===== src/pm_clock_defs.svh =====
// Named constants for the power-mode clock switch.
// Assumes inclusion by the package and the switch module only.
`ifndef PM_CLOCK_DEFS_SVH
`define PM_CLOCK_DEFS_SVH

// Clock-source select field codes
`define SEL_PRI_CODE     2'h0
`define SEL_SEC_CODE     2'h1
`define SEL_INT_BIT      1

// Handover length: old-clock edges, then new-clock edges
`define SW_OLD_EDGES     2'h2
`define SW_NEW_EDGES     2'h3
`define SW_CNT_ZERO      2'h0
`define SW_CNT_ONE       2'h1

// Primary start-up timer, in primary oscillator cycles
`define OST_WIDTH        11
`define OST_CYCLES       11'h400
`define OST_ONE          11'h001
`define OST_ZERO         11'h000

// Secondary oscillator counted as running after this many edges
`define SEC_START_EDGES  4'h8
`define SEC_CNT_ZERO     4'h0
`define SEC_CNT_ONE      4'h1

// Primary oscillator configuration codes
`define PRI_CFG_XTAL_LAST 4'h2
`define PRI_CFG_HSPLL     4'h6
`define PRI_CFG_INT_A     4'h8
`define PRI_CFG_INT_B     4'h9

`endif


===== src/pm_clock_pkg.sv =====
// Types shared by the power-mode clock switch and its testbench.
// Assumes the constants header sits in the include path.
`include "pm_clock_defs.svh"

package pm_clock_pkg;

  // Clock source driving the device
  typedef enum logic [1:0] {SRC_PRI, SRC_SEC, SRC_INT} src_t;

  // Power state of the core
  typedef enum logic [1:0] {PM_RUN, PM_IDLE, PM_SLEEP} pm_t;

  // Source switch sequencer
  typedef enum logic [1:0] {SW_STEADY, SW_WAIT, SW_OLD, SW_NEW} sw_t;

  // One bit per oscillator pin
  typedef struct packed {
    logic pri;
    logic sec;
    logic intl;
  } osc_bits_t;

  // Clock source status flags
  typedef struct packed {
    logic primary_running;
    logic internal_stable;
    logic secondary_running;
  } clk_status_t;

endpackage : pm_clock_pkg


===== src/power_mode_clock_switch.sv =====
// Power-mode selection and glitch-free system clock source switching.
// Assumes oscillator pins are free-running levels far slower than clk_sys,
// and that gating cells outside use the clock enables below.
`timescale 1ns/1ps
// Constants named here, so the file stands even when compiled on its own
`include "pm_clock_defs.svh"

module power_mode_clock_switch
  import pm_clock_pkg::*;
(
  input  wire logic                     clk_sys,             // System clock, 100 MHz
  input  wire logic                     reset_n,             // Synchronous reset, active low
  input  wire logic                     sleep_pulse,         // Sleep instruction executed
  input  wire logic                     wake_pulse,          // Wake event back to Run
  input  wire logic [1:0]               clock_source_select, // Source select field
  input  wire logic                     idle_enable,         // Idle on sleep when high
  input  wire logic                     secondary_osc_enable,// Secondary oscillator on
  input  wire logic [3:0]               primary_osc_config,  // Primary oscillator config
  input  wire logic                     fast_startup_en,     // Start on internal source
  input  wire logic                     int_fast_select,     // Internal 8 MHz output in use
  input  wire pm_clock_pkg::osc_bits_t  osc_pins,            // Raw oscillator levels
  input  wire logic                     int_osc_stable,      // Internal output settled
  output logic                          cpu_clk_en_r,        // CPU clock gate enable
  output logic                          periph_clk_en_r,     // Peripheral clock gate enable
  output logic                          pri_osc_en_r,        // Primary oscillator enable
  output pm_clock_pkg::src_t            active_r,            // Source driving the clocks
  output pm_clock_pkg::pm_t             pm_r,                // Power state
  output pm_clock_pkg::clk_status_t     status_r             // Source status flags
);
  import pm_clock_pkg::*;

  // Decode of the select field into a source
  function automatic src_t decode_sel(input logic [1:0] sel);
    if (sel[`SEL_INT_BIT])
      return SRC_INT;
    else if (sel == `SEL_SEC_CODE)
      return SRC_SEC;
    else
      return SRC_PRI;
  endfunction : decode_sel

  // Edge of the oscillator behind a given source
  function automatic logic src_bit(input src_t s, input osc_bits_t b);
    unique case (s)
      SRC_PRI: return b.pri;
      SRC_SEC: return b.sec;
      SRC_INT: return b.intl;
      default: return 1'b0;
    endcase
  endfunction : src_bit

  // Crystal configurations need the start-up timer
  function automatic logic is_crystal(input logic [3:0] cfg);
    return (cfg <= `PRI_CFG_XTAL_LAST) || (cfg == `PRI_CFG_HSPLL);
  endfunction : is_crystal

  logic [3:0]            sync1_r;
  logic [3:0]            sync2_r;
  logic [3:0]            sync3_r;
  osc_bits_t             tick;
  logic                  int_stable_s;
  logic [`OST_WIDTH-1:0] ost_cnt_r;
  logic [`OST_WIDTH-1:0] ost_cnt_nxt;
  logic [`OST_WIDTH-1:0] ost_need;
  logic [3:0]            sec_cnt_r;
  logic [3:0]            sec_cnt_nxt;
  logic                  pri_ready;
  logic                  sec_ready;
  osc_bits_t             ready;
  sw_t                   sw_r;
  src_t                  dest_r;
  logic [1:0]            sw_cnt_r;
  src_t                  sel_src;
  src_t                  tgt;
  logic                  handover;
  logic                  sec_withheld;
  logic                  clocks_on;
  logic                  old_tick;
  logic                  new_tick;
  logic                  int_primary;
  logic                  cpu_clk_en_nxt;
  logic                  periph_clk_en_nxt;
  logic                  pri_osc_en_nxt;
  clk_status_t           status_nxt;

  // Two flops before use; a third only for edge detection
  always_ff @(posedge clk_sys)
  begin
    if (!reset_n)
    begin
      sync1_r <= 4'h0;
      sync2_r <= 4'h0;
      sync3_r <= 4'h0;
    end
    else
    begin
      sync1_r <= {int_osc_stable, osc_pins};
      sync2_r <= sync1_r;
      sync3_r <= sync2_r;
    end
  end

  // Rising edges of each oscillator, seen in clk_sys
  assign tick         = osc_bits_t'(sync2_r[2:0] & ~sync3_r[2:0]);
  assign int_stable_s = sync2_r[3];

  // Start-up timer counts primary edges while the oscillator is enabled
  assign ost_need    = is_crystal(primary_osc_config) ? `OST_CYCLES : `OST_ONE;
  assign pri_ready   = (ost_cnt_r >= ost_need);
  assign ost_cnt_nxt = !pri_osc_en_r ? `OST_ZERO :
                       (tick.pri && !pri_ready) ? ost_cnt_r + `OST_ONE : ost_cnt_r;

  // Secondary counts as oscillating after a few edges
  assign sec_ready   = (sec_cnt_r == `SEC_START_EDGES);
  assign sec_cnt_nxt = !secondary_osc_enable ? `SEC_CNT_ZERO :
                       (tick.sec && !sec_ready) ? sec_cnt_r + `SEC_CNT_ONE : sec_cnt_r;
  // Slow internal source always runs, so it is always ready
  assign ready       = '{pri: pri_ready, sec: sec_ready, intl: 1'b1};

  always_ff @(posedge clk_sys)
  begin
    if (!reset_n)
    begin
      ost_cnt_r <= `OST_ZERO;
      sec_cnt_r <= `SEC_CNT_ZERO;
    end
    else
    begin
      ost_cnt_r <= ost_cnt_nxt;
      sec_cnt_r <= sec_cnt_nxt;
    end
  end

  // Target source; secondary with its enable clear is refused
  assign sel_src = decode_sel(clock_source_select);
  assign tgt     = (sel_src == SRC_SEC && !secondary_osc_enable) ? active_r : sel_src;

  // Handover edges: old source first, then the new one
  assign old_tick = src_bit(active_r, tick);
  assign new_tick = src_bit(dest_r, tick);
  assign handover = (sw_r == SW_OLD) || (sw_r == SW_NEW);

  // Switch sequencer; a sleep abandons a pending switch, redone after wake
  always_ff @(posedge clk_sys)
  begin
    if (!reset_n)
    begin
      sw_r     <= SW_STEADY;
      dest_r   <= SRC_PRI;
      sw_cnt_r <= `SW_CNT_ZERO;
      active_r <= fast_startup_en ? SRC_INT : SRC_PRI;
    end
    else if (pm_r == PM_SLEEP)
      sw_r <= SW_STEADY;
    else
    begin
      unique case (sw_r)
        SW_STEADY:
          if (tgt != active_r)
          begin
            dest_r <= tgt;
            sw_r   <= SW_WAIT;
          end
        SW_WAIT:
          if (tgt == active_r)
            sw_r <= SW_STEADY;
          else if (tgt != dest_r)
            dest_r <= tgt;
          else if (src_bit(dest_r, ready))
          begin
            sw_r     <= SW_OLD;
            sw_cnt_r <= `SW_CNT_ZERO;
          end
        SW_OLD:
          if (old_tick)
          begin
            if (sw_cnt_r == `SW_OLD_EDGES - `SW_CNT_ONE)
            begin
              sw_r     <= SW_NEW;
              sw_cnt_r <= `SW_CNT_ZERO;
            end
            else
              sw_cnt_r <= sw_cnt_r + `SW_CNT_ONE;
          end
        SW_NEW:
          if (new_tick)
          begin
            if (sw_cnt_r == `SW_NEW_EDGES - `SW_CNT_ONE)
            begin
              active_r <= dest_r;
              sw_r     <= SW_STEADY;
            end
            else
              sw_cnt_r <= sw_cnt_r + `SW_CNT_ONE;
          end
      endcase
    end
  end

  // Power state; mode sampled from idle_enable on the one-cycle sleep pulse
  always_ff @(posedge clk_sys)
  begin
    if (!reset_n)
      pm_r <= PM_RUN;
    else if (sleep_pulse && pm_r == PM_RUN)
      pm_r <= idle_enable ? PM_IDLE : PM_SLEEP;
    else if (wake_pulse)
      pm_r <= PM_RUN;
  end

  // Clocks off during handover and while a new secondary is not yet oscillating
  assign sec_withheld = (sw_r == SW_WAIT) && (dest_r == SRC_SEC) && !sec_ready;
  assign clocks_on    = !handover && !sec_withheld && src_bit(active_r, ready)
                        && (pm_r != PM_SLEEP);
  assign cpu_clk_en_nxt    = clocks_on && (pm_r == PM_RUN);
  assign periph_clk_en_nxt = clocks_on;

  // Primary runs while it drives or is being brought up; off in Sleep.
  // The secondary enable is never touched here, so it keeps running.
  assign pri_osc_en_nxt = (pm_r != PM_SLEEP) &&
                          (active_r == SRC_PRI ||
                           (sw_r != SW_STEADY && dest_r == SRC_PRI));

  // Status flags from the source actually in use
  assign int_primary = (primary_osc_config == `PRI_CFG_INT_A) ||
                       (primary_osc_config == `PRI_CFG_INT_B);
  assign status_nxt.primary_running   = (pm_r != PM_SLEEP) && (active_r == SRC_PRI)
                                        && pri_ready;
  assign status_nxt.internal_stable   = (pm_r != PM_SLEEP) && int_fast_select && int_stable_s
                                        && (active_r == SRC_INT ||
                                            (active_r == SRC_PRI && int_primary));
  assign status_nxt.secondary_running = (pm_r != PM_SLEEP) && (active_r == SRC_SEC);

  // All outputs registered
  always_ff @(posedge clk_sys)
  begin
    if (!reset_n)
    begin
      cpu_clk_en_r    <= 1'b0;
      periph_clk_en_r <= 1'b0;
      pri_osc_en_r    <= 1'b0;
      status_r        <= '0;
    end
    else
    begin
      cpu_clk_en_r    <= cpu_clk_en_nxt;
      periph_clk_en_r <= periph_clk_en_nxt;
      pri_osc_en_r    <= pri_osc_en_nxt;
      status_r        <= status_nxt;
    end
  end
endmodule : power_mode_clock_switch


===== config.mk =====
export PLATFORM = sky130hd
export DESIGN_NAME = power_mode_clock_switch
export DESIGN_NICKNAME = d
export VERILOG_FILES = /design/src/pm_clock_pkg.sv /design/src/power_mode_clock_switch.sv
export VERILOG_INCLUDE_DIRS = /design/src
export SDC_FILE = /design/constraint.sdc
export NUM_CORES = 1
export LEC_CHECK = 0
export ABC_AREA = 1
export BUFFER_PORTS_ARGS = -buffer_cell sky130_fd_sc_hd__buf_4
export CORE_ASPECT_RATIO = 0.8
export CORE_MARGIN = 2
export CORE_UTILIZATION = 50
export CTS_CLUSTER_DIAMETER = 80
export CTS_CLUSTER_SIZE = 28
export DETAILED_ROUTE_END_ITERATION = 8
export PLACE_DENSITY_LB_ADDON = 0.25
export SYNTH_ARGS = -nofsm -noshare
export SYNTH_HDL_FRONTEND = slang
export SYNTH_SLANG_ARGS = --single-unit

===== constraint.sdc =====
create_clock -name clk_sys -period 1.8 [get_ports clk_sys]
set_input_delay 0 -clock clk_sys [delete_from_list [all_inputs] [get_ports clk_sys]]
set_output_delay 0 -clock clk_sys [all_outputs]
set_load 0.01 [all_outputs]

== Word level (Yosys, flattened, before mapping) ==
Index checks and enable logic that the tools add are counted.

* Register bits after elaboration: 42
* Input bits: 18
* Output and inout bits: 10
* Word-level logic and storage cells: 148

* Add/sub/neg operators: 3
* $lt $le $gt $ge: 2
* Eq/ne operators: 36
* Muxes and demuxes: 43
* Bitwise logic cells: 4
* Reduce and logical (&&, ||, !) cells: 44

{| class="wikitable"
|+ Operators by type and width
! kind !! number
|-
| $mux 2 || 29
|-
| $logic_and 1x1->1 || 19
|-
| $ne 2x2->1 const B || 9
|-
| $eq 2x1->1 const B || 6
|-
| $eq 2x2->1 const B || 6
|-
| $eq 4x4->1 const B || 3
|-
| $ne 2x1->1 const B || 6
|-
| $pmux 1 s3 || 4
|-
| $add 11x1->11 const B || 1
|-
| $ge 11x11->1 || 1
|-
| $mux 11 || 1
|-
| $logic_not 2->1 || 4
|-
| $pmux 2 s4 || 1
|-
| $reduce_and 8->1 || 1
|-
| $reduce_and 7->1 || 1
|-
| $mux 1 || 6
|-
| $pmux 2 s3 || 1
|-
| $reduce_bool 2->1 || 3
|-
| $logic_not 1->1 || 5
|-
| $logic_or 1x1->1 || 5
|-
| $reduce_and 5->1 || 1
|-
| $add 4x1->4 const B || 1
|-
| $eq 4x3->1 const B || 1
|-
| $le 4x2->1 const B || 1
|-
| 13 further kinds || 16
|}

== Logic depth before layout (Yosys ltp) ==
* Depth after elaboration: 16
* Depth in mapped cells: 13
* Mapped depth without buffers: 13

== Worst setup path after synthesis ==
No wires, ideal clock.

* Kind: register to register
* Start: register ost_cnt_r[0]
* End: register ost_cnt_r[5]
* Setup time: 123 ps
* Data arrival time: 1,525 ps
* Path slack: 152 ps
* Stages on the path, launching flop included: 11
* Period minus slack after synthesis: 1,648 ps
* Cells stage by stage: dfxtp_1 -> inv_1 -> ha_1 -> nor3b_1 -> nand2_1 -> nand2_1 -> and3_1 -> buf_6 -> inv_2 -> nor3_1 -> nor3b_2

* Word-level cells in the longest chain between the ends: 3
* Elaborated cells on any way between the ends: 4
* Classes of those cells: 1 x add/sub; 1 x order compare; 2 x reduce/logical

{| class="wikitable"
|+ RTL lines
! item !! line !! source
|-
| start: declaration || power_mode_clock_switch.sv:62 || <nowiki>logic [`OST_WIDTH-1:0] ost_cnt_r;</nowiki>
|-
| start signal: assignment || power_mode_clock_switch.sv:124 || <nowiki>ost_cnt_r <= `OST_ZERO;</nowiki>
|-
| start signal: assignment || power_mode_clock_switch.sv:129 || <nowiki>ost_cnt_r <= ost_cnt_nxt;</nowiki>
|-
| $ge 11x11->1 || power_mode_clock_switch.sv:109 || <nowiki>assign pri_ready = (ost_cnt_r >= ost_need);</nowiki>
|-
| $logic_not 1->1 || power_mode_clock_switch.sv:111 || <nowiki>(tick.pri && !pri_ready) ? ost_cnt_r + `OST_ONE : ost_cnt_r;</nowiki>
|-
| $logic_and 1x1->1 || power_mode_clock_switch.sv:111 ||
|}

Several ways; a longest one is shown, not always the timed one.
A chain may end at the register's enable or synchronous reset.

== Final worst setup path ==
* Start: register ost_cnt_r[0]
* End: register ost_cnt_r[7]

The elaborated chain is that of the path after synthesis.

==> summary.md <==
| Metric | Value |
|---|---|
| Post-synth top area cell | `dfxtp_1` |
| CP Data Required Time | `1.99 ns` |
| CP max-delay cell | `dfxtp_2` |
| Seq/Total Area, Yosys | `0.395` |
| Post-route clock period utilization | `0.931` |
| Critical R2R Launch | `ost_cnt_r[0]` |
| Avg WL per Cell | `11.2 um` |
| Synth Warn # | `0` |
| TritonRoute pass-1 iters | `4` |
| Crit path largest cell delay | `0.33 ns` |
| Final Util | `0.655` |
| Mean area per synthesized cell | `7.01 sq um` |
| Die area | `0.00491 sq mm` |
| RePlAce Congestion | `0.861` |
| DP HPWL | `3400 um` |
| Hold Path Class | `input pin to flop` |
| Area growth, synth to finish | `25.4%` |
| Clock latency on the worst-skew pair | `0.29 ns` |
| # DRC | `0` |
| Most instantiated cells after synthesis | `71 x nand2_1, 49 x inv_1, 40 x dfxtp_1` |
| CP Capture Point | `ost_cnt_r[7]` |
| TritonCTS clock tree | `built` |
| Final Hold Vio Count | `1` |
| DRT iter0 DRCs | `140` |
| Status | `finished with violations` |
| CP Launch Point | `ost_cnt_r[0]` |
| Layout fillers | `372` |
| Count leader, synth | `nand2_1` |
| Fin. max-slew vios | `0` |
| Die W | `77.8 um` |
| Total Routing Usage GR | `0.201` |
| Post-place setup slack | `0.00615 ns` |
| Fmax | `0.597 GHz` |
| Tmin final | `1.68 ns` |
| FP Rows | `21` |
| CTS Buf Count | `5` |
| Initial antenna violation count | `0` |
| Slew HR | `0.779` |
| Synth Cell Area | `0.00218 sq mm` |
| Multi-input logic area | `0.00114 sq mm` |
| Synth Net Count | `337` |
| CP Class | `flop to flop` |
| Element type at the critical path end | `flop` |
| Worst Slack Setup Final | `0.124 ns` |
| Grt ovf | `0` |
| Initial core utilization | `0.522` |
| Crit Path Max Fanout | `4` |
| Power Total | `2580 uW` |
| Clock Tree Buf Depth | `2` |
| Antenna Cells | `0` |
| Crit start category | `flop` |
| Setup Skew | `0.00321 ns` |
| DR vias/cell | `4.94` |
| Sequential cell area | `862 sq um` |
| Post-synth cell types | `37` |
| Most used cell, CP | `nand2_1` |
| H-tree Lvls | `2` |
| First-pass GRT wire length | `7960 um` |
| Violated checks | `hold timing` |
| Predominant post-synthesis flop cell | `dfxtp_1` |
| CTS clk-pin slew, worst paths | `0.07 ns` |
| Core Box Area | `0.00418 sq mm` |
| Path depth of the worst reg2reg path | `10` |
| Nets | `387` |
| RR Endpoint | `ost_cnt_r[7]` |
| Post-Syn Instances | `311` |
| Critical Path, Cell by Cell | `inv_2 -> ha_4 -> nor3b_2 -> nand2_1 -> nand2_1 -> and3_4 -> buf_4 -> nand3_1 -> o21ai_0 -> a21oi_1` |
| Share of cells above drive strength 1 | `0.210` |
| Vias in the first global route | `1880` |
| Flops & latches, synth | `42` |
| R2r setup slk | `0.12 ns` |
| Peak VDD IR | `508 uV` |
| Post-synth EDFFs | `2` |
| Final setup violation count | `0` |
| Largest net degree at the start of global routing | `20` |
| CTS sink cnt | `42` |
| Post-synth top area share | `0.367` |
| Post-synth ARST share | `0` |
| I/O Buffers | `27` |
| Detail Route Antenna Nets | `0` |
| P_leak | `0.00129 uW` |
| Max cap viols | `0` |
| Die H | `63.1 um` |
| CP arrival | `1.86 ns` |
| Worst hold slack | `-0.00343 ns` |
| Routed WL | `4700 um` |
| Setup_tns | `0 ns` |
| Root Driver | `clkbuf_8` |
| Via count | `2069` |
| IO Count | `28` |
| PD cells | `942 mW/mm^2` |
| Synth top area cells | `dfxtp_1 37%, nand2_1 12%, inv_1 8.4%, nor2_1 6.7%, ha_1 4.6%` |
| Slew at the pin closest to its max-slew limit | `0.331 ns` |
[power breakdown]
part / switching (uW) / internal [uW] / leakage, uW
clock network: 306 / 276 / 0.0000395
logic: 504 / 358 / 0.000905
registers: 99.1 / 1030 / 0.000347
total: 909 / 1670 / 0.00129
[area by class of cell]
cell class                 instances  area share
clock buffer                       8      0.0293
inverter                          54      0.0741
multi-input combinational        211       0.418
sequential                        42       0.315
tap                               57      0.0261
timing repair buffer              47       0.137
[placed cells by master, fill, tap and decap left out, types with 2 or more instances in the layout]
master | Yosys | layout
nor3_1 | 7 | 6
inv_2 | 5 | 6
o21ai_1 | 1 | 2
xnor2_1 | 2 | 2
and3_1 | 3 | 2
o211ai_1 | 2 | 2
buf_4 | 1 | 38
nand3_2 | 2 | 4
nor2_1 | 39 | 37
edfxtp_1 | 2 | 2
nor2_2 | 3 | 4
nand4_1 | 3 | 3
nand3_1 | 19 | 17
clkbuf_1 | 0 | 3
o21ai_0 | 13 | 11
inv_1 | 49 | 48
nor3_2 | 2 | 3
o21ai_2 | 2 | 3
a21oi_1 | 19 | 19
nor3b_2 | 2 | 3
clkbuf_8 | 0 | 5
nand2_1 | 71 | 70
dfxtp_1 | 40 | 39
dlygate4sd3_1 | 0 | 9
nand2_2 | 1 | 2
ha_1 | 8 | 7
[flip-flops by register name, summed over array words and instances, names as in the netlist, 3 cells and up, named ones only]
signal     cells
ost_cnt_r     11
sec_cnt_r      4
sync1_r        4
sync2_r        4
status_r       3
sync3_r        3
[worst max-delay path, delay by kind of cell, from the launching register on]
family	cells	cell delay, ns
DFF	1	0.33
adders and majority gates	1	0.20
buffers and inverters	2	0.20
AOI/OAI and AO/OA	2	0.25
and+or+nand+nor	5	0.57
[cell families (layout without fill, tap and decap cells)]
group / Yosys count / count (layout) / share of synthesized area
AOI/OAI and AO/OA: 42 / 42 / 0.108
xor gates and xnor gates: 2 / 2 / 0.00803
adders and majority gates: 8 / 8 / 0.0459
buffers and inverters: 58 / 109 / 0.106
DFF: 42 / 42 / 0.395
and+or+nand+nor: 159 / 159 / 0.337
[layer usage]
| metal | track usage | routed length (um) | up-vias |
|---|---|---|---|
| met5 | 0 | 0 | - |
| met4 | 0.0848 | 68 | 0 |
| met3 | 0.0530 | 295 | 7 |
| met2 | 0.297 | 1910 | 62 |
| met1 | 0.276 | 2420 | 917 |
| li1 | - | - | 1083 |
[per-stage QoR]
| step | std cells | area, sq um |
|---|---|---|
| after floorplan | 311 | 2180 |
| after detailed placement | 394 | 2450 |
| after global placement | 394 | 2450 |
| after CTS | 411 | 2630 |
| final | 419 | 2740 |
| after global routing | 419 | 2740 |
[worst min path at each step]
stage,slack [ns],depth (start not counted),from,endpoint
after global routing,0.04,3,reset_n,sync3_r[0]
after global placement,0.19,3,osc_pins[2],sync1_r[2]
after CTS,0.007,3,primary_osc_config[3],status_r[1]
final,-0.003,3,primary_osc_config[3],status_r[1]
after floorplan,0.1,2,osc_pins[0],sync1_r[0]
after detailed placement,0.19,3,osc_pins[2],sync1_r[2]
[repair_timing]
item,4_1_cts,5_1_grt
hold endpoints to repair,8,0
buffers inserted,0,8
hold buffers,9,0
setup endpoints to repair,1,17
pin swaps,0,7
gates resized for setup,1,14
No activity file was read; power rests on OpenSTA's default activity.
